===== config.mk =====
export PLATFORM = sky130hd
export DESIGN_NAME = tsense_core
export DESIGN_NICKNAME = d
export VERILOG_FILES = /design/src/logic/tsense_pkg.sv /design/src/logic/tsense_core.sv
export VERILOG_INCLUDE_DIRS = /design/src /design/src/logic
export SDC_FILE = /design/constraint.sdc
export NUM_CORES = 1
export LEC_CHECK = 0
export ABC_AREA = 1
export BUFFER_PORTS_ARGS = -buffer_cell sky130_fd_sc_hd__buf_2
export CAP_MARGIN = 5
export CORE_ASPECT_RATIO = 0.8
export CORE_UTILIZATION = 63
export DETAILED_ROUTE_END_ITERATION = 6
export HOLD_SLACK_MARGIN = 0.1
export PLACE_DENSITY = 0.8
export SKIP_CTS_REPAIR_TIMING = 1
export SYNTH_ARGS = -nofsm -noshare
export SYNTH_HDL_FRONTEND = slang
export SYNTH_SLANG_ARGS = --single-unit

===== constraint.sdc =====
create_clock -name CLK_I -period 2.78 [get_ports CLK_I]
set_clock_uncertainty 0.1 [all_clocks]
set_input_delay 0.556 -clock CLK_I [delete_from_list [all_inputs] [get_ports CLK_I]]
set_output_delay 0.556 -clock CLK_I [all_outputs]
set_load 0.005 [all_outputs]

===== src/logic/tsense_defines.svh =====
// offsets, field positions, reset values and timing counts of the temperature sensor core
`ifndef TSENSE_DEFINES_SVH
`define TSENSE_DEFINES_SVH

// register pointer values
`define PTR_TEMPERATURE_RESULT 2'h0
`define PTR_OPERATING_SETTINGS 2'h1
`define PTR_LOWER_LIMIT 2'h2
`define PTR_UPPER_LIMIT 2'h3

// operating_settings field positions
`define CFG_SINGLE_SHOT_BIT 15
`define CFG_FAULT_CNT_HI 12
`define CFG_FAULT_CNT_LO 11
`define CFG_ALERT_POL_BIT 10
`define CFG_LATCH_MODE_BIT 9
`define CFG_SLEEP_BIT 8
`define CFG_RATE_HI 7
`define CFG_RATE_LO 6
`define CFG_ALERT_FLAG_BIT 5

// bits that the host may change in operating_settings, and register reset values
`define CFG_WRITE_MASK 16'h9fd0
`define CFG_RESET 16'h40a0
`define LOWER_LIMIT_RESET 16'h4b00
`define UPPER_LIMIT_RESET 16'h5000
`define TEMP_RESET 16'h0000

// timing
`define CLK_HZ 100000000
`define CYC_PER_MS (`CLK_HZ / 1000)
`define RATE_0_MS 4000
`define RATE_1_MS 1000
`define RATE_2_MS 250
`define RATE_3_MS 125
`define SLEEP_ENTRY_MS 120
`define RATE_0_CYC (`RATE_0_MS * `CYC_PER_MS)
`define RATE_1_CYC (`RATE_1_MS * `CYC_PER_MS)
`define RATE_2_CYC (`RATE_2_MS * `CYC_PER_MS)
`define RATE_3_CYC (`RATE_3_MS * `CYC_PER_MS)
`define SLEEP_ENTRY_CYC (`SLEEP_ENTRY_MS * `CYC_PER_MS)

// serial bus
`define DEV_ADDR_DEFAULT 7'h48
`define BITS_PER_BYTE 4'h8

`endif


===== src/logic/tsense_pkg.sv =====
// types shared by the temperature sensor core
package tsense_pkg;

  typedef enum logic [3:0] {
    SER_IDLE,
    SER_ADDR,
    SER_ADDR_ACK,
    SER_PTR,
    SER_PTR_ACK,
    SER_WDAT,
    SER_WDAT_ACK,
    SER_RDAT,
    SER_RDAT_ACK
  } ser_state_type;

endpackage


===== src/logic/tsense_core.sv =====
// temperature sensor digital core: serial slave, registers, conversion scheduling and alert logic
//
// Behaviour
// pointer is 8 bits; only bits 1:0 are stored, upper bits read zero
// pointer 0 temperature, 1 settings, 2 lower limit, 3 upper limit
// settings and limits read/write; temperature result read-only, writes ignored
// 16-bit words travel upper byte first, then lower byte
// settings bits 3:0 and 14:13 read-only; bit 4 writable, host keeps default
// polarity clear: flag 1 until N faults above upper, 0 until N below lower
// polarity bit inverts the sense of the alert flag
// comparator mode: alert flag equals alert pin level
// rate field 7:6 selects 0.25, 1, 4, 8 conversions/s; reset 4/s
// temperature result changes only when a conversion completes
// conversion starts right after power-on without host command
// between conversions the core sits in low-power standby
// sleep bit 8 set stops periodic conversion immediately
// sleep entry done within 120 ms; first conversion after entry is slow
// host should start single shot with sleep write; normal times after 150 ms
// in sleep the serial interface still reads and writes all registers
// clearing sleep resumes continuous conversion at configured rate
// bit 9 selects comparator (0) or latched interrupt (1) alert mode
// comparator: alert active above upper, held until below lower
// interrupt mode: alert fires on each crossing of upper or lower limit
// polarity bit 10: alert pin active low at 0, active high at 1
// fault field 12:11 needs 1, 2, 4 or 6 consecutive qualifying conversions
// latched alert cleared by a read of any register or by sleep entry
// values are 12-bit two's complement in bits 15:4, bits 3:0 zero
// pointer persists across bus transactions
// settings reset to rate 10, bit 14 set, alert flag 1
`timescale 1ns/1ps
`include "tsense_defines.svh"

module tsense_core
  import tsense_pkg::*;
#(
  parameter logic [6:0] DEV_ADDR = `DEV_ADDR_DEFAULT,
  parameter int unsigned RATE_0_CYC = `RATE_0_CYC,
  parameter int unsigned RATE_1_CYC = `RATE_1_CYC,
  parameter int unsigned RATE_2_CYC = `RATE_2_CYC,
  parameter int unsigned RATE_3_CYC = `RATE_3_CYC,
  parameter int unsigned SLEEP_ENTRY_CYC = `SLEEP_ENTRY_CYC
) (
  input wire logic CLK_I, // core clock, 100 MHz
  input wire logic RST_N_I, // asynchronous reset, active low
  input wire logic SCL_I, // serial clock pin level
  input wire logic SDA_I, // serial data pin level
  output logic SDA_O, // serial data drive value, always low
  output logic SDA_OE_O, // high while the core pulls data low
  output logic ALERT_O, // alert pin level
  output logic CONV_RUN_O, // converter enable, high during a conversion
  output logic CONV_SLOW_O, // first conversion after sleep entry, slow timing
  input wire logic CONV_DONE_I, // converter result valid pulse
  input wire logic [11:0] CONV_DATA_I, // converter result, two's complement
  output logic STANDBY_O, // idle between periodic conversions
  output logic SHUTDOWN_O // sleep entry complete, minimum power
);

  // pin synchronisers
  logic scl_s1_r, scl_s2_r, scl_s3_r;
  logic sda_s1_r, sda_s2_r, sda_s3_r;

  always_ff @(posedge CLK_I or negedge RST_N_I) begin
    if (!RST_N_I) begin
      {scl_s1_r, scl_s2_r, scl_s3_r} <= 3'b111;
      {sda_s1_r, sda_s2_r, sda_s3_r} <= 3'b111;
    end else begin
      {scl_s1_r, scl_s2_r, scl_s3_r} <= {SCL_I, scl_s1_r, scl_s2_r};
      {sda_s1_r, sda_s2_r, sda_s3_r} <= {SDA_I, sda_s1_r, sda_s2_r};
    end
  end

  wire scl_rise = scl_s2_r & ~scl_s3_r;
  wire scl_fall = ~scl_s2_r & scl_s3_r;
  wire bus_start = scl_s2_r & scl_s3_r & ~sda_s2_r & sda_s3_r;
  wire bus_stop = scl_s2_r & scl_s3_r & sda_s2_r & ~sda_s3_r;

  // registers
  ser_state_type ser_r;
  logic [3:0] bit_cnt_r;
  logic [7:0] shift_r;
  logic [7:0] hold_r;
  logic [15:0] rd_word_r;
  logic byte_sel_r;
  logic rw_r;
  logic nack_r;
  logic sda_oe_r;
  logic [1:0] ptr_r;
  logic [15:0] cfg_r;
  logic [15:0] temp_r;
  logic [15:0] lower_r;
  logic [15:0] upper_r;

  function automatic logic [15:0] reg_read(input logic [1:0] p, input logic [15:0] cfg_view,
                                           input logic [15:0] t, input logic [15:0] lo,
                                           input logic [15:0] hi);
    logic [15:0] v;
    v = t;
    if (p == `PTR_OPERATING_SETTINGS) v = cfg_view;
    else if (p == `PTR_LOWER_LIMIT) v = lo;
    else if (p == `PTR_UPPER_LIMIT) v = hi;
    return v;
  endfunction

  function automatic logic [2:0] fault_need(input logic [1:0] code);
    logic [2:0] n;
    n = 3'h1;
    if (code == 2'h1) n = 3'h2;
    else if (code == 2'h2) n = 3'h4;
    else if (code == 2'h3) n = 3'h6;
    return n;
  endfunction

  // conversion and alert state
  logic busy_r, ss_busy_r, start_pend_r;
  logic [31:0] rate_cnt_r;
  logic [31:0] sleep_cnt_r;
  logic sleep_d_r, shutdown_r, slow_r;
  logic over_r, int_alert_r, alert_pin_r;
  logic [2:0] fault_cnt_r;

  wire sleep_on = cfg_r[`CFG_SLEEP_BIT];
  wire latch_mode = cfg_r[`CFG_LATCH_MODE_BIT];
  wire alert_polarity = cfg_r[`CFG_ALERT_POL_BIT];
  wire [1:0] rate_sel = cfg_r[`CFG_RATE_HI:`CFG_RATE_LO];
  wire [1:0] fault_sel = cfg_r[`CFG_FAULT_CNT_HI:`CFG_FAULT_CNT_LO];
  wire alert_flag = alert_polarity ? over_r : ~over_r;
  wire [15:0] cfg_view = {ss_busy_r, cfg_r[14:6], alert_flag, cfg_r[4:0]};
  wire [15:0] rd_word = reg_read(ptr_r, cfg_view, temp_r, lower_r, upper_r);

  // serial decode
  wire byte_full = (bit_cnt_r == `BITS_PER_BYTE);
  wire addr_hit = (shift_r[7:1] == DEV_ADDR);
  wire [2:0] tx_idx = 3'h7 - bit_cnt_r[2:0];
  wire [7:0] cur_byte = byte_sel_r ? rd_word_r[7:0] : rd_word_r[15:8];
  wire [7:0] nxt_byte = byte_sel_r ? rd_word_r[15:8] : rd_word_r[7:0];
  wire rx_state = (ser_r == SER_ADDR) || (ser_r == SER_PTR) || (ser_r == SER_WDAT);
  wire wr_stb = scl_fall & (ser_r == SER_WDAT) & byte_full & byte_sel_r;
  wire [15:0] wr_word = {hold_r, shift_r};
  wire rd_begin = scl_fall & (ser_r == SER_ADDR_ACK) & rw_r;
  wire wr_cfg = wr_stb & (ptr_r == `PTR_OPERATING_SETTINGS);
  wire wr_low = wr_stb & (ptr_r == `PTR_LOWER_LIMIT);
  wire wr_high = wr_stb & (ptr_r == `PTR_UPPER_LIMIT);
  wire [15:0] cfg_wr_val = (cfg_r & ~`CFG_WRITE_MASK) | (wr_word & `CFG_WRITE_MASK);

  always_ff @(posedge CLK_I or negedge RST_N_I) begin
    if (!RST_N_I) begin
      ser_r <= SER_IDLE;
      bit_cnt_r <= 4'h0;
      shift_r <= 8'h00;
      hold_r <= 8'h00;
      rd_word_r <= 16'h0000;
      byte_sel_r <= 1'b0;
      rw_r <= 1'b0;
      nack_r <= 1'b0;
      sda_oe_r <= 1'b0;
      ptr_r <= `PTR_TEMPERATURE_RESULT;
    end else if (bus_start) begin
      ser_r <= SER_ADDR;
      bit_cnt_r <= 4'h0;
      sda_oe_r <= 1'b0;
    end else if (bus_stop) begin
      ser_r <= SER_IDLE;
      sda_oe_r <= 1'b0;
    end else if (scl_rise) begin
      if (rx_state && !byte_full) begin
        shift_r <= {shift_r[6:0], sda_s2_r};
        bit_cnt_r <= bit_cnt_r + 4'h1;
      end else if (ser_r == SER_RDAT) begin
        bit_cnt_r <= bit_cnt_r + 4'h1;
      end else if (ser_r == SER_RDAT_ACK) begin
        nack_r <= sda_s2_r;
      end
    end else if (scl_fall) begin
      case (ser_r)
        SER_ADDR: begin
          if (byte_full) begin
            if (addr_hit) begin
              ser_r <= SER_ADDR_ACK;
              rw_r <= shift_r[0];
              sda_oe_r <= 1'b1;
            end else begin
              ser_r <= SER_IDLE;
            end
          end
        end
        SER_ADDR_ACK: begin
          bit_cnt_r <= 4'h0;
          byte_sel_r <= 1'b0;
          if (rw_r) begin
            // snapshot so a conversion mid-read cannot tear the word
            rd_word_r <= rd_word;
            ser_r <= SER_RDAT;
            sda_oe_r <= ~rd_word[15];
          end else begin
            ser_r <= SER_PTR;
            sda_oe_r <= 1'b0;
          end
        end
        SER_PTR: begin
          if (byte_full) begin
            ptr_r <= shift_r[1:0];
            ser_r <= SER_PTR_ACK;
            sda_oe_r <= 1'b1;
          end
        end
        SER_PTR_ACK: begin
          ser_r <= SER_WDAT;
          bit_cnt_r <= 4'h0;
          byte_sel_r <= 1'b0;
          sda_oe_r <= 1'b0;
        end
        SER_WDAT: begin
          if (byte_full) begin
            if (!byte_sel_r) hold_r <= shift_r;
            byte_sel_r <= ~byte_sel_r;
            ser_r <= SER_WDAT_ACK;
            sda_oe_r <= 1'b1;
          end
        end
        SER_WDAT_ACK: begin
          ser_r <= SER_WDAT;
          bit_cnt_r <= 4'h0;
          sda_oe_r <= 1'b0;
        end
        SER_RDAT: begin
          if (byte_full) begin
            ser_r <= SER_RDAT_ACK;
            sda_oe_r <= 1'b0;
          end else begin
            sda_oe_r <= ~cur_byte[tx_idx];
          end
        end
        SER_RDAT_ACK: begin
          if (nack_r) begin
            ser_r <= SER_IDLE;
            sda_oe_r <= 1'b0;
          end else begin
            byte_sel_r <= ~byte_sel_r;
            bit_cnt_r <= 4'h0;
            ser_r <= SER_RDAT;
            sda_oe_r <= ~nxt_byte[7];
          end
        end
        default: begin
          ser_r <= SER_IDLE;
          sda_oe_r <= 1'b0;
        end
      endcase
    end
  end

  // host-writable registers
  always_ff @(posedge CLK_I or negedge RST_N_I) begin
    if (!RST_N_I) begin
      cfg_r <= `CFG_RESET;
      lower_r <= `LOWER_LIMIT_RESET;
      upper_r <= `UPPER_LIMIT_RESET;
    end else begin
      if (wr_cfg) cfg_r <= {1'b0, cfg_wr_val[14:0]};
      if (wr_low) lower_r <= {wr_word[15:4], 4'h0};
      if (wr_high) upper_r <= {wr_word[15:4], 4'h0};
    end
  end

  // conversion scheduling
  wire ss_req = wr_cfg & wr_word[`CFG_SINGLE_SHOT_BIT] & wr_word[`CFG_SLEEP_BIT] & ~busy_r;
  wire sleep_enter = sleep_on & ~sleep_d_r;
  wire sleep_leave = ~sleep_on & sleep_d_r;
  wire rate_due = ~sleep_on & (rate_cnt_r == 32'h0000_0000);
  wire conv_start = ~busy_r & (start_pend_r | rate_due | ss_req);
  wire conv_done = busy_r & CONV_DONE_I;
  wire abort = busy_r & sleep_enter & ~ss_busy_r;
  wire [31:0] rate_period = (rate_sel == 2'h0) ? RATE_0_CYC :
                            (rate_sel == 2'h1) ? RATE_1_CYC :
                            (rate_sel == 2'h2) ? RATE_2_CYC : RATE_3_CYC;

  always_ff @(posedge CLK_I or negedge RST_N_I) begin
    if (!RST_N_I) begin
      busy_r <= 1'b0;
      ss_busy_r <= 1'b0;
      start_pend_r <= 1'b1;
      rate_cnt_r <= 32'h0000_0000;
      sleep_d_r <= 1'b0;
    end else begin
      sleep_d_r <= sleep_on;
      start_pend_r <= 1'b0;
      if (conv_start) begin
        busy_r <= 1'b1;
        ss_busy_r <= ss_req;
      end else if (conv_done || abort) begin
        busy_r <= 1'b0;
        ss_busy_r <= 1'b0;
      end
      if (sleep_leave) rate_cnt_r <= 32'h0000_0000;
      else if (conv_start && !ss_req) rate_cnt_r <= rate_period - 32'h0000_0001;
      else if (!sleep_on && rate_cnt_r != 32'h0000_0000) rate_cnt_r <= rate_cnt_r - 32'h0000_0001;
    end
  end

  // sleep entry timing
  always_ff @(posedge CLK_I or negedge RST_N_I) begin
    if (!RST_N_I) begin
      sleep_cnt_r <= 32'h0000_0000;
      shutdown_r <= 1'b0;
      slow_r <= 1'b0;
    end else begin
      if (!sleep_on) begin
        sleep_cnt_r <= 32'h0000_0000;
        shutdown_r <= 1'b0;
      end else if (sleep_cnt_r < SLEEP_ENTRY_CYC - 1) begin
        sleep_cnt_r <= sleep_cnt_r + 32'h0000_0001;
      end else begin
        shutdown_r <= 1'b1;
      end
      // first conversion after sleep entry runs on slow timing
      if (sleep_enter) slow_r <= 1'b1;
      else if (conv_done) slow_r <= 1'b0;
    end
  end

  // result and alert
  wire signed [11:0] t_new = CONV_DATA_I;
  wire above = t_new >= $signed(upper_r[15:4]);
  wire below = t_new <= $signed(lower_r[15:4]);
  wire qualify = over_r ? below : above;
  wire [2:0] fault_nxt = fault_cnt_r + 3'h1;
  wire flip = conv_done & qualify & (fault_nxt >= fault_need(fault_sel));
  wire alert_active = latch_mode ? int_alert_r : over_r;

  always_ff @(posedge CLK_I or negedge RST_N_I) begin
    if (!RST_N_I) begin
      temp_r <= `TEMP_RESET;
      over_r <= 1'b0;
      fault_cnt_r <= 3'h0;
      int_alert_r <= 1'b0;
      alert_pin_r <= 1'b1;
    end else begin
      if (conv_done) temp_r <= {CONV_DATA_I, 4'h0};
      if (flip) begin
        over_r <= ~over_r;
        fault_cnt_r <= 3'h0;
      end else if (conv_done) begin
        fault_cnt_r <= qualify ? fault_nxt : 3'h0;
      end
      // a crossing in the same cycle as a clearing read wins
      if (flip && latch_mode) int_alert_r <= 1'b1;
      else if (rd_begin || sleep_enter || !latch_mode) int_alert_r <= 1'b0;
      alert_pin_r <= alert_polarity ? alert_active : ~alert_active;
    end
  end

  assign SDA_O = 1'b0;
  assign SDA_OE_O = sda_oe_r;
  assign ALERT_O = alert_pin_r;
  assign CONV_RUN_O = busy_r;
  assign CONV_SLOW_O = slow_r;
  assign STANDBY_O = ~busy_r & ~sleep_on;
  assign SHUTDOWN_O = shutdown_r;

endmodule // tsense_core


==> results of run 1 <==
power by group through the flow:
stage / Combinational (W) / Clock (W) / Sequential [W]
2_1_floorplan: 0.000723 / 0 / 0.00285
3_3_place_gp: 0.000988 / 0 / 0.00290
3_5_place_dp: 0.00102 / 0 / 0.00291
4_1_cts: 0.00103 / 0.00249 / 0.00287
5_1_grt: 0.00119 / 0.00258 / 0.00290
6_report: 0.00105 / 0.00247 / 0.00288
placed cells by master (no fill, tap or decap), types with 3 or more instances in the layout:
cell	Yosys	layout
sky130_fd_sc_hd__a21oi_1	29	29
sky130_fd_sc_hd__buf_2	3	21
sky130_fd_sc_hd__buf_4	1	18
sky130_fd_sc_hd__bufinv_16	0	3
sky130_fd_sc_hd__clkbuf_1	22	4
sky130_fd_sc_hd__clkbuf_16	0	17
sky130_fd_sc_hd__clkbuf_8	0	4
sky130_fd_sc_hd__dfrtp_1	153	153
sky130_fd_sc_hd__dfstp_2	15	15
sky130_fd_sc_hd__ha_1	44	44
sky130_fd_sc_hd__inv_1	152	152
sky130_fd_sc_hd__nand2_1	362	362
sky130_fd_sc_hd__nand2_2	3	3
sky130_fd_sc_hd__nand3_1	96	96
sky130_fd_sc_hd__nand3b_1	3	3
sky130_fd_sc_hd__nand4_1	32	32
sky130_fd_sc_hd__nor2_1	99	99
sky130_fd_sc_hd__nor2_2	6	6
sky130_fd_sc_hd__nor3_1	27	27
sky130_fd_sc_hd__nor3b_1	3	3
sky130_fd_sc_hd__nor4_1	3	3
sky130_fd_sc_hd__o2111ai_1	7	7
sky130_fd_sc_hd__o211ai_1	17	17
sky130_fd_sc_hd__o21ai_0	106	105
sky130_fd_sc_hd__o21ai_1	10	11
sky130_fd_sc_hd__o21bai_1	3	3
sky130_fd_sc_hd__o22ai_1	4	4
sky130_fd_sc_hd__o31ai_1	9	9
sky130_fd_sc_hd__or2_2	8	8
sky130_fd_sc_hd__xnor2_1	5	5
sky130_fd_sc_hd__xor2_1	24	24
state kept, by name, indices dropped and copies added, names as in the netlist, 12 cells and up:
register / cells
rd_word_r: 12
temp_r: 12
upper_r: 12
sleep_cnt_r: 32
lower_r: 12
rate_cnt_r: 32
through the flow:
step	hold WS (ns)	cells
after global routing	0.107	1531
after floorplan	0.160	1280
after CTS	0.0508	1529
after detailed placement	0.249	1497
after global placement	0.253	1497
final	0.122	1531
area by class of cell:
type | instances | area, um2 | share of cell area, %
clock inverters | 7 | 116 | 1.08
multi-input cells | 922 | 4800 | 44.5
repair buffers | 43 | 302 | 2.79
clock buffers | 25 | 495 | 4.59
inverters | 156 | 591 | 5.47
well taps | 210 | 263 | 2.44
flip-flops and latches | 168 | 4220 | 39.1
worst max-delay path by stage:
stage	start	endpoint	slack [ns]	depth (start not counted)
2_1_floorplan	bit_cnt_r[0]	rate_cnt_r[24]	0.57	14
3_3_place_gp	bit_cnt_r[0]	rate_cnt_r[22]	0.17	12
3_5_place_dp	bit_cnt_r[0]	rate_cnt_r[24]	0.08	12
4_1_cts	bit_cnt_r[0]	rate_cnt_r[19]	0.03	12
5_1_grt	bit_cnt_r[0]	rate_cnt_r[11]	0.01	12
6_report	bit_cnt_r[0]	rate_cnt_r[19]	0.19	12
metal layers:
| layer | up-vias | wire (um) | share of wire [%] |
|---|---|---|---|
| met3 | 32 | 1860 | 7.7 |
| met2 | 285 | 10400 | 43 |
| met1 | 4120 | 11500 | 48 |
| li1 | 4236 | - | - |
| met4 | 0 | 383 | 1.6 |
| met5 | - | 0 | 0 |
critical path, stage by stage, from the launching register on:
cell and delay (ns):
sky130_fd_sc_hd__dfrtp_1 0.50, sky130_fd_sc_hd__inv_1 0.15, sky130_fd_sc_hd__ha_1 0.15, sky130_fd_sc_hd__nand2_1 0.06
sky130_fd_sc_hd__nor2_2 0.16, sky130_fd_sc_hd__nand4_4 0.16, sky130_fd_sc_hd__nor2_8 0.20, sky130_fd_sc_hd__nand4_4 0.16
sky130_fd_sc_hd__nand2_8 0.21, sky130_fd_sc_hd__nand3_4 0.24, sky130_fd_sc_hd__inv_6 0.23, sky130_fd_sc_hd__nand2_1 0.09
sky130_fd_sc_hd__nand2_1 0.08
logic make-up (layout without fill, tap and decap cells):
group                    count (synthesis)  count (layout)  synth area share, %
AO/OA/AOI/OAI                          191             191                 11.1
XOR/XNOR                                29              29                 2.60
adder cells (fa/ha/maj)                 44              44                 5.63
buffers and inverters                  191             231                 7.96
flip-flops                             168             168                 43.2
multiplexers                             2               2                0.205
other                                    1               2               0.0384
AND/OR/NAND/NOR                        653             654                 29.3
==> out/results.tsv, run 1 <==
stage	metric	value	unit
yosys	Area contributors post-synth	sky130_fd_sc_hd__dfrtp_1 39%, sky130_fd_sc_hd__nand2_1 14%, sky130_fd_sc_hd__inv_1 5.8%, sky130_fd_sc_hd__ha_1 5.6%, sky130_fd_sc_hd__o21ai_0 5.4%	
pwr	Leak Pwr	5.10	nW
global_route	busiest grt layer	met2	
yosys	Netlist cell types	49	
critical_path	endpoint of the lowest-slack register-to-register path	rate_cnt_r[19]	
pwr	worst vdd rail ir drop	0.543	mV
sta	setup repair after global routing missed its margin	no	
critical_path	nature of the critical path startpoint	register	
global_route	wire length of the first global-routing pass	39.5	mm
yosys	cell types with the highest counts after synthesis	362 x sky130_fd_sc_hd__nand2_1, 153 x sky130_fd_sc_hd__dfrtp_1, 152 x sky130_fd_sc_hd__inv_1	
yosys	number of synthesized flops with an enable pin	0	
placement	pre-CTS setup slack	0.0764	ns
cts	TritonCTS Buffers	17	
cts	Max Root-Sink Buffers	2	
finish	Area growth syn-to-layout	10.3	%
route	violation count after the first detailed-route iteration	909	
status	status	complete, no violations	
route	number of vias per cell	5.66	
cts	insertion delay to the later sink of the worst-skew pair	0.43	ns
cts	Root Buffer	sky130_fd_sc_hd__clkbuf_16	
critical_path	startpoint of the worst register-to-register path	bit_cnt_r[0]	
yosys	share of flip-flops with an asynchronous set or reset	100	%
route	count of nets left with antenna violations after detail routing	0	
sta	number of pins exceeding their max-slew limit in the final report	0	
run	max capacitance violation total	0	
cts	clock-pin slew on the worst setup and hold paths	0.06	ns
sta	slew at the pin closest to its max-slew limit	1.11	ns
finish	antenna diode count	0	
floorplanning	standard-cell rows	40	
global_route	global-route met1 utilization	46.7	%
floorplanning	chip height	113	um
cts	clock tree from TritonCTS	yes	
yosys	mean cell area of the mapped netlist	7.65	um2
global_route	met2 usage	46.9	%
floorplanning	Total Die Area	16000	um2
worst_hold_path	worst hold path stage count	1	
pwr	switching power share of the total	29.0	%
critical_path	worst endpoint data arrival time	2.86	ns
yosys	top-count cell post-synth	sky130_fd_sc_hd__nand2_1	
global_route	antenna violations before repair	0	
placement	post-detailed-placement cell area	10100	um2
finish	fraction of final layout cells sized beyond drive strength 1	8.71	%
floorplanning	area of the core	15100	um2
pwr	sequential cell fraction of total power	45.0	%
pwr	total internal power	0.00454	W
sta	Peak Freq	0.386	GHz
critical_path	Crit. End Element	register	
sta	Final WS setup	0.186	ns
floorplanning	Chip Width	141	um
route	routed length per instance	15.7	um
finish	number of inserted filler cells in the final layout	1179	
yosys	main flop type after synthesis	sky130_fd_sc_hd__dfrtp_1	
critical_path	flop2flop setup slack	0.19	ns
sta	Setup Total Neg Slack	0	ns
worst_hold_path	critical hold path startpoint	SCL_I	
worst_hold_path	end point of the worst hold path	scl_s1_r	
critical_path	kind of critical path	reg2reg	
finish	final cell area excluding filler cells	10800	um2
critical_path	data required time at the worst endpoint	3.04	ns
route	Pre-Repair DR Iteration Count	5	
cts	H-tree depth	4	
cts	clock net sink count	168	
pwr	part of the power in combinational logic	16.3	%
critical_path	reg2reg path depth	12	
pwr	Total Power	0.00640	W
sta	final number of hold-violating endpoints	0	
sta	final period demand of the worst path	2.59	ns
floorplanning	Starting Density	64.9	%
critical_path	biggest fanout along the worst timing path	22	
global_route	pin count of the biggest net entering global routing	71	
route	WL final	24.1	mm
yosys	share of Yosys cell area claimed by the top area cell type	39.2	%
global_route	via count of the first global-routing pass	7921	
sta	Setup violations, final	0	
finish	final core utilization	71.6	%
yosys	Yosys warning total	0	
sta	Max-Slew Margin vs Limit	25.8	%
floorplanning	number of I/O pins	24	
route	final routed DRC violation total	0	
pwr	Switching Power	0.00185	W
global_route	global-route total usage across every layer	31.8	%
pwr	Cell Pwr Density	593	nW/um2
finish	Net count, final	1369	
route	via count	8673	
yosys	post-synthesis instance area	9780	um2
placement	hpwl dp	16.8	mm
sta	final worst path period share	93.3	%
worst_hold_path	path type of the worst min-delay path	in2reg	
global_route	GR Layer Usage met3	8.02	%
yosys	synthesized flop and latch total	168	
placement	Placer Congestion	0.917	
global_route	remaining global-route overflow	0	
pwr	clock share of power	38.7	%
placement	port bufs	22	
yosys	post-synthesis sequential area ratio	43.2	%
yosys	leading area contributor after synthesis	sky130_fd_sc_hd__dfrtp_1	
yosys	Cells after Synth	1279	
No activity file was read; power rests on OpenSTA's default activity.
==> run 2: changes to the inputs <==
--- a/config.mk
+++ b/config.mk
@@ -6,7 +6,8 @@
 export SDC_FILE = /design/constraint.sdc
 export NUM_CORES = 1
 export LEC_CHECK = 0
-export ABC_AREA = 1
+export ABC_AREA = 0
+export ABC_CLOCK_PERIOD_IN_PS = 2780
 export BUFFER_PORTS_ARGS = -buffer_cell sky130_fd_sc_hd__buf_2
 export CAP_MARGIN = 5
 export CORE_ASPECT_RATIO = 0.8
==> out/results.tsv, run 2 <==
stage	metric	value	unit	change
sta	final worst path period share	96.1	%	was 93.3%
finish	final core utilization	73.5	%	was 71.6%
pwr	Leak Pwr	4.40	nW	was 5.10 nW
yosys	share of flip-flops with an asynchronous set or reset	100	%	unchanged
global_route	antenna violations before repair	0		unchanged
yosys	main flop type after synthesis	sky130_fd_sc_hd__dfrtp_1		unchanged
yosys	synthesized flop and latch total	168		unchanged
finish	antenna diode count	0		unchanged
yosys	top-count cell post-synth	sky130_fd_sc_hd__dfrtp_1		was sky130_fd_sc_hd__nand2_1
worst_hold_path	worst hold path stage count	1		unchanged
cts	clock tree from TritonCTS	yes		unchanged
sta	Setup violations, final	0		unchanged
global_route	remaining global-route overflow	0		unchanged
sta	final period demand of the worst path	2.67	ns	was 2.59 ns
critical_path	data required time at the worst endpoint	2.98	ns	was 3.04 ns
cts	insertion delay to the later sink of the worst-skew pair	0.43	ns	about the same
yosys	cell types with the highest counts after synthesis	153 x sky130_fd_sc_hd__dfrtp_1, 82 x sky130_fd_sc_hd__nand2_1, 61 x sky130_fd_sc_hd__o21ai_0		was 362 x sky130_fd_sc_hd__nand2_1, 153 x sky130_fd_sc_hd__dfrtp_1, 152 x sky130_fd_sc_hd__inv_1
finish	final non-filler cell total	1141		was 1,531
floorplanning	number of I/O pins	24		unchanged
global_route	busiest grt layer	met2		unchanged
run	max capacitance violation total	0		unchanged
finish	leading registers by flop count	rate_cnt_r x32, sleep_cnt_r x32		unchanged
cts	H-tree depth	4		unchanged
placement	port bufs	22		unchanged
placement	Placer Congestion	0.905		was 0.917
status	status	complete, no violations		unchanged
critical_path	kind of critical path	reg2reg		unchanged
route	routed length per instance	20.1	um	was 15.7 um
floorplanning	Starting Density	64.3	%	was 64.9%
route	WL final	23.0	mm	was 24.1 mm
sta	worst-case hold slack	0.127	ns	was 0.122 ns
global_route	met2 usage	50.4	%	was 46.9%
route	Pre-Repair DR Iteration Count	5		unchanged
finish	fraction of final layout cells sized beyond drive strength 1	20.7	%	was 8.71%
route	number of vias per cell	6.50		was 5.66
yosys	share of Yosys cell area claimed by the top area cell type	41.8	%	was 39.2%
critical_path	CP peak stage delay	0.58	ns	was 0.50 ns
floorplanning	area of the core	14200	um2	was 15,100 um2
critical_path	Slowest-stage cell, CP	sky130_fd_sc_hd__or4_4		was sky130_fd_sc_hd__dfrtp_1
route	violation count after the first detailed-route iteration	715		was 909
sta	Max-Slew Margin vs Limit	61.2	%	was 25.8%
sta	setup repair after global routing missed its margin	yes		was no
cts	TritonCTS Buffers	17		unchanged
finish	number of inserted filler cells in the final layout	992		was 1,179
floorplanning	Total Die Area	15000	um2	was 16,000 um2
yosys	Cells after Synth	899		was 1,279
finish	leading cell types in the layout, fill and taps excluded	153 x sky130_fd_sc_hd__dfrtp_1, 82 x sky130_fd_sc_hd__nand2_1, 60 x sky130_fd_sc_hd__o21ai_0		was 362 x sky130_fd_sc_hd__nand2_1, 153 x sky130_fd_sc_hd__dfrtp_1, 152 x sky130_fd_sc_hd__inv_1
pwr	worst vdd rail ir drop	0.571	mV	was 0.543 mV
sta	Setup Total Neg Slack	0	ns	unchanged
cts	clock net sink count	168		unchanged
yosys	Area contributors post-synth	sky130_fd_sc_hd__dfrtp_1 42%, sky130_fd_sc_hd__ha_1 6.0%, sky130_fd_sc_hd__mux2_2 5.5%, sky130_fd_sc_hd__dfstp_2 4.3%, sky130_fd_sc_hd__nand2_1 3.4%		was sky130_fd_sc_hd__dfrtp_1 39%, sky130_fd_sc_hd__nand2_1 14%, sky130_fd_sc_hd__inv_1 5.8%, sky130_fd_sc_hd__ha_1 5.6%, sky130_fd_sc_hd__o21ai_0 5.4%
sta	number of pins exceeding their max-slew limit in the final report	0		unchanged
global_route	global-route total usage across every layer	33.0	%	was 31.8%
pwr	Cell Pwr Density	584	nW/um2	was 593 nW/um2
finish	Area growth syn-to-layout	14.2	%	was 10.3%
placement	instance count after placement with tap cells included	1108		was 1,497
route	final routed DRC violation total	0		unchanged
critical_path	worst-path cell chain	or4_4, or3_4, buf_4, o41ai_4, nor3_1, a221oi_1, o2bb2ai_1		was inv_1, ha_1, nand2_1, nor2_2, nand4_4, nor2_8, nand4_4, nand2_8, nand3_4, inv_6, nand2_1, nand2_1
placement	hpwl dp	15.4	mm	was 16.8 mm
finish	sequential cell area	4220	um2	unchanged
sta	final number of hold-violating endpoints	0		unchanged
critical_path	nature of the critical path startpoint	register		unchanged
global_route	via count of the first global-routing pass	7247		was 7,921
global_route	global-route met1 utilization	46.5	%	was 46.7%
cts	Root Buffer	sky130_fd_sc_hd__clkbuf_16		unchanged
finish	Net count, final	1005		was 1,369
yosys	post-synthesis instance area	9170	um2	was 9780 um2
yosys	Yosys warning total	0		unchanged
critical_path	worst endpoint data arrival time	2.88	ns	was 2.86 ns
floorplanning	chip height	110	um	was 113 um
global_route	pin count of the biggest net entering global routing	56		was 71
route	via count	7412		was 8,673
yosys	number of synthesized flops with an enable pin	0		unchanged
sta	Peak Freq	0.374	GHz	was 0.386 GHz
finish	commonest non-fill, non-tap cell in the layout	sky130_fd_sc_hd__dfrtp_1		was sky130_fd_sc_hd__nand2_1
finish	area taken by multi-input logic gates	4670	um2	was 4800 um2
yosys	Netlist cell types	74		was 49
critical_path	reg2reg path depth	7		was 12
global_route	wire length of the first global-routing pass	37.5	mm	was 39.5 mm
critical_path	biggest fanout along the worst timing path	6		was 22
floorplanning	Chip Width	137	um	was 141 um
critical_path	Crit. End Element	register		unchanged
sta	slew at the pin closest to its max-slew limit	0.581	ns	was 1.11 ns
route	count of nets left with antenna violations after detail routing	0		unchanged
cts	Max Root-Sink Buffers	2		unchanged
global_route	GR Layer Usage met3	8.02	%	about the same
yosys	leading area contributor after synthesis	sky130_fd_sc_hd__dfrtp_1		unchanged
yosys	post-synthesis sequential area ratio	46.1	%	was 43.2%
worst_hold_path	path type of the worst min-delay path	in2reg		unchanged
cts	clock-pin slew on the worst setup and hold paths	0.07	ns	was 0.06 ns
yosys	mean cell area of the mapped netlist	10.2	um2	was 7.65 um2
floorplanning	standard-cell rows	39		was 40
==> run 2: changes by cell type after synthesis, moves of 12 or more <==
cell	delta
sky130_fd_sc_hd__nand2_1	-280
sky130_fd_sc_hd__inv_1	-108
sky130_fd_sc_hd__nand3_1	-71
sky130_fd_sc_hd__nor2_1	-55
sky130_fd_sc_hd__mux2_2	+45
sky130_fd_sc_hd__o21ai_0	-45
sky130_fd_sc_hd__a21oi_1	+31
sky130_fd_sc_hd__nand4_1	-15
sky130_fd_sc_hd__o211ai_1	-15
sky130_fd_sc_hd__or3_1	+15
sky130_fd_sc_hd__a31oi_1	+13
sky130_fd_sc_hd__mux4_2	+13
sky130_fd_sc_hd__or4_1	+12
==> run 2: critical path: cells and delay by family, from the launching register on <==
family / cells / cell delay [ns]
buffers and inverters: 1 / 0.18
and+or+nand+nor: 3 / 1.08
DFF: 1 / 0.39
AOI/OAI and AO/OA: 3 / 0.80
==> run 2: final timing paths <==
kind / from / endpoint / slack, ns
worst max register to register: rate_cnt_r[15] / rate_cnt_r[6] / 0.11
worst max-delay path: rate_cnt_r[15] / rate_cnt_r[6] / 0.11
worst min register to register: sda_s1_r / sda_s2_r / 0.25
worst min-delay path: SDA_I / sda_s1_r / 0.13
max in group asynchronous: RST_N_I / upper_r[14] / 1.22
min in group asynchronous: RST_N_I / rate_cnt_r[7] / 0.57
==> run 2: routing by layer <==
metal  wire [um]  vias to the layer above
met1       10500                     3669
met4         444                        0
li1            -                     3395
met3        1650                       42
met2       10400                      306
met5           0                        -
==> run 2: kinds of logic (layout without fill, tap and decap cells) <==
group / count (synthesis) / count (layout) / synth area share [%]
xor gates and xnor gates: 26 / 26 / 2.48
muxes: 67 / 67 / 9.71
adders and majority gates: 44 / 44 / 6.01
other: 1 / 2 / 0.0409
AOI/OAI and AO/OA: 209 / 209 / 14.3
buffers and inverters: 84 / 141 / 3.66
and+or+nand+nor: 300 / 300 / 17.7
DFF: 168 / 168 / 46.1
==> run 2: cell type report <==
type	count	area share (%)
multi-input cells	648	44.6
flip-flops and latches	168	40.3
repair buffers	65	4.58
clock buffers	19	4.23
clock inverters	13	2.50
well taps	184	2.20
inverters	44	1.58
==> run 2: power by group <==
part	internal (W)	total (W)	switching (W)	leakage, nW
clock network	0.00182	0.00283	0.00102	0.344
registers	0.00257	0.00270	0.000129	2.14
logic	0.000256	0.000586	0.000330	1.91
==> run 2: through the flow <==
| step | total power, W | area [um2] | setup WS [ns] |
|---|---|---|---|
| 6_report | 0.00612 | 10500 | 0.109 |
| 5_1_grt | 0.00633 | 10500 | -0.0609 |
| 4_1_cts | 0.00613 | 10400 | -0.0395 |
| 3_5_place_dp | 0.00330 | 9700 | -0.0177 |
| 3_3_place_gp | 0.00327 | 9700 | 0.0460 |
| 2_1_floorplan | 0.00305 | 9170 | 0.249 |
==> run 3: changes to the inputs <==
--- a/config.mk
+++ b/config.mk
@@ -11,10 +11,10 @@
 export BUFFER_PORTS_ARGS = -buffer_cell sky130_fd_sc_hd__buf_2
 export CAP_MARGIN = 5
 export CORE_ASPECT_RATIO = 0.8
-export CORE_UTILIZATION = 63
+export CORE_MARGIN = 1
+export CORE_UTILIZATION = 43
 export DETAILED_ROUTE_END_ITERATION = 6
 export HOLD_SLACK_MARGIN = 0.1
-export PLACE_DENSITY = 0.8
 export SKIP_CTS_REPAIR_TIMING = 1
 export SYNTH_ARGS = -nofsm -noshare
 export SYNTH_HDL_FRONTEND = slang
==> out/results.tsv, run 3 (same netlist as run 2, synthesis figures left out) <==
stage	metric	value	unit	change
finish	area taken by multi-input logic gates	4630	um2	was 4670 um2
finish	sequential cell area	4220	um2	unchanged
floorplanning	Starting Density	44.0	%	was 64.3%
finish	leading registers by flop count	rate_cnt_r x32, sleep_cnt_r x32		unchanged
cts	Root Buffer	sky130_fd_sc_hd__clkbuf_16		unchanged
floorplanning	chip height	133	um	was 110 um
route	via count	7101		was 7,412
route	Pre-Repair DR Iteration Count	7		was 5
critical_path	biggest fanout along the worst timing path	10		was 6
critical_path	worst-path cell chain	or4_4, or3_4, buf_4, o41ai_2, nor3_1, a221oi_1, o2bb2ai_1		was or4_4, or3_4, buf_4, o41ai_4, nor3_1, a221oi_1, o2bb2ai_1
sta	final number of hold-violating endpoints	0		unchanged
pwr	Cell Pwr Density	535	nW/um2	was 584 nW/um2
finish	leading cell types in the layout, fill and taps excluded	153 x sky130_fd_sc_hd__dfrtp_1, 82 x sky130_fd_sc_hd__nand2_1, 61 x sky130_fd_sc_hd__o21ai_0		was 153 x sky130_fd_sc_hd__dfrtp_1, 82 x sky130_fd_sc_hd__nand2_1, 60 x sky130_fd_sc_hd__o21ai_0
critical_path	data required time at the worst endpoint	2.99	ns	was 2.98 ns
global_route	global-route total usage across every layer	22.6	%	was 33.0%
worst_hold_path	path type of the worst min-delay path	in2reg		unchanged
pwr	Leak Pwr	4.36	nW	was 4.40 nW
finish	antenna diode count	0		unchanged
finish	fraction of final layout cells sized beyond drive strength 1	21.8	%	was 20.7%
global_route	pin count of the biggest net entering global routing	50		was 56
cts	TritonCTS Buffers	17		unchanged
critical_path	kind of critical path	reg2reg		unchanged
sta	final worst path period share	94.6	%	was 96.1%
finish	final cell area excluding filler cells	10500	um2	about the same
global_route	wire length of the first global-routing pass	38.0	mm	was 37.5 mm
cts	insertion delay to the later sink of the worst-skew pair	0.43	ns	about the same
sta	setup repair after global routing missed its margin	no		was yes
pwr	worst vdd rail ir drop	0.418	mV	was 0.571 mV
route	count of nets left with antenna violations after detail routing	0		unchanged
floorplanning	standard-cell rows	47		was 39
floorplanning	Total Die Area	21900	um2	was 15,000 um2
sta	final period demand of the worst path	2.63	ns	was 2.67 ns
worst_hold_path	critical hold path startpoint	SDA_I		unchanged
floorplanning	number of I/O pins	24		unchanged
sta	slew at the pin closest to its max-slew limit	1.04	ns	was 0.581 ns
finish	number of inserted filler cells in the final layout	1944		was 992
route	violation count after the first detailed-route iteration	513		was 715
cts	Max Root-Sink Buffers	2		unchanged
cts	clock tree from TritonCTS	yes		unchanged
sta	Max-Slew Margin vs Limit	30.2	%	was 61.2%
route	WL final	22.7	mm	was 23.0 mm
floorplanning	Chip Width	165	um	was 137 um
critical_path	endpoint of the lowest-slack register-to-register path	rate_cnt_r[6]		unchanged
placement	Placer Congestion	0.854		was 0.905
placement	hpwl dp	16.3	mm	was 15.4 mm
global_route	remaining global-route overflow	0		unchanged
cts	H-tree depth	4		unchanged
worst_hold_path	end point of the worst hold path	sda_s1_r		unchanged
critical_path	startpoint of the worst register-to-register path	rate_cnt_r[14]		was rate_cnt_r[15]
sta	number of pins exceeding their max-slew limit in the final report	0		unchanged
critical_path	nature of the critical path startpoint	register		unchanged
placement	post-detailed-placement cell area	9920	um2	was 9700 um2
global_route	via count of the first global-routing pass	6877		was 7,247
critical_path	category of cells accounting for the largest share of critical-path delay	simple AND/OR/NAND/NOR gates		unchanged
critical_path	Crit. End Element	register		unchanged
critical_path	flop2flop setup slack	0.15	ns	was 0.11 ns
status	status	finished, violations left		was complete, no violations
route	number of vias per cell	5.72		was 6.50
route	final routed DRC violation total	2		was 0
finish	Area growth syn-to-layout	14.8	%	was 14.2%
floorplanning	area of the core	20800	um2	was 14,200 um2
critical_path	Slowest-stage cell, CP	sky130_fd_sc_hd__or4_4		unchanged
sta	Setup violations, final	0		unchanged
finish	commonest non-fill, non-tap cell in the layout	sky130_fd_sc_hd__dfrtp_1		unchanged
cts	clock net sink count	168		unchanged
sta	Setup Total Neg Slack	0	ns	unchanged
worst_hold_path	worst hold path stage count	1		unchanged
critical_path	reg2reg path depth	7		unchanged
finish	Net count, final	1021		was 1,005
critical_path	worst endpoint data arrival time	2.84	ns	was 2.88 ns
placement	port bufs	22		unchanged
route	routed length per instance	18.3	um	was 20.1 um
sta	Peak Freq	0.380	GHz	was 0.374 GHz
run	max capacitance violation total	0		unchanged
status	violated checks	design-rule violations		
critical_path	CP peak stage delay	0.56	ns	was 0.58 ns
global_route	antenna violations before repair	0		unchanged
critical_path	Worst Path Buf+Inv	1		unchanged
cts	clock-pin slew on the worst setup and hold paths	0.06	ns	was 0.07 ns
==> run 3: changes by cell type in the layout (fill, tap and decap cells not counted), moves of 2 or more <==
cell | previous run | this run
sky130_fd_sc_hd__nor4_1 | 11 | 13
sky130_fd_sc_hd__clkinvlp_4 | 0 | 2
sky130_fd_sc_hd__buf_4 | 39 | 56
sky130_fd_sc_hd__bufinv_16 | 7 | 1
sky130_fd_sc_hd__inv_8 | 1 | 3
sky130_fd_sc_hd__clkinv_4 | 1 | 3
==> run 3: worst max path at each step <==
stage,from,end,slack (ns),cells after the start
2_1_floorplan,bit_cnt_r[0],lower_r[13],0.25,8
3_3_place_gp,rate_cnt_r[14],rate_cnt_r[28],0.18,8
3_5_place_dp,CONV_DATA_I[0],fault_cnt_r[2],0.06,9
4_1_cts,rate_cnt_r[14],rate_cnt_r[25],0.08,8
5_1_grt,bit_cnt_r[1],cfg_r[4],0.01,7
6_report,rate_cnt_r[14],rate_cnt_r[6],0.15,7
==> run 3: power by group <==
part,switching [W],total (W),internal [W]
Sequential,0.000123,0.00269,0.00257
Clock,0.00107,0.00235,0.00129
Combinational,0.000322,0.000584,0.000262
==> run 3: area by class of cell <==
| class | instances | area share (%) |
|---|---|---|
| sequential | 168 | 40.1 |
| tap | 269 | 3.20 |
| inverter | 44 | 1.57 |
| multi-input combinational | 648 | 44.0 |
| timing repair buffer | 81 | 5.58 |
| clock buffer | 19 | 4.21 |
| clock inverter | 13 | 1.30 |
==> run 3: layer usage <==
| metal | global-route usage (%) | up-vias | share of wire [%] |
|---|---|---|---|
| li1 | - | 3419 | - |
| met1 | 36.4 | 3520 | 52 |
| met2 | 30.3 | 145 | 42 |
| met3 | 4.26 | 17 | 5.1 |
| met4 | 5.81 | 0 | 0.97 |
| met5 | 0 | - | 0 |
==> run 3: per-stage QoR <==
step	power (W)	util (%)	worst slack, ns	hold slack [ns]	std cells
floorplan	0.00305	-	0.249	0.160	900
global placement	0.00331	47.6	0.180	0.247	1209
detailed placement	0.00332	47.6	0.0649	0.247	1209
CTS	0.00569	50.4	0.0822	-0.0485	1241
global route	0.00588	50.5	0.0101	0.112	1242
finish	0.00563	50.5	0.149	0.123	1242
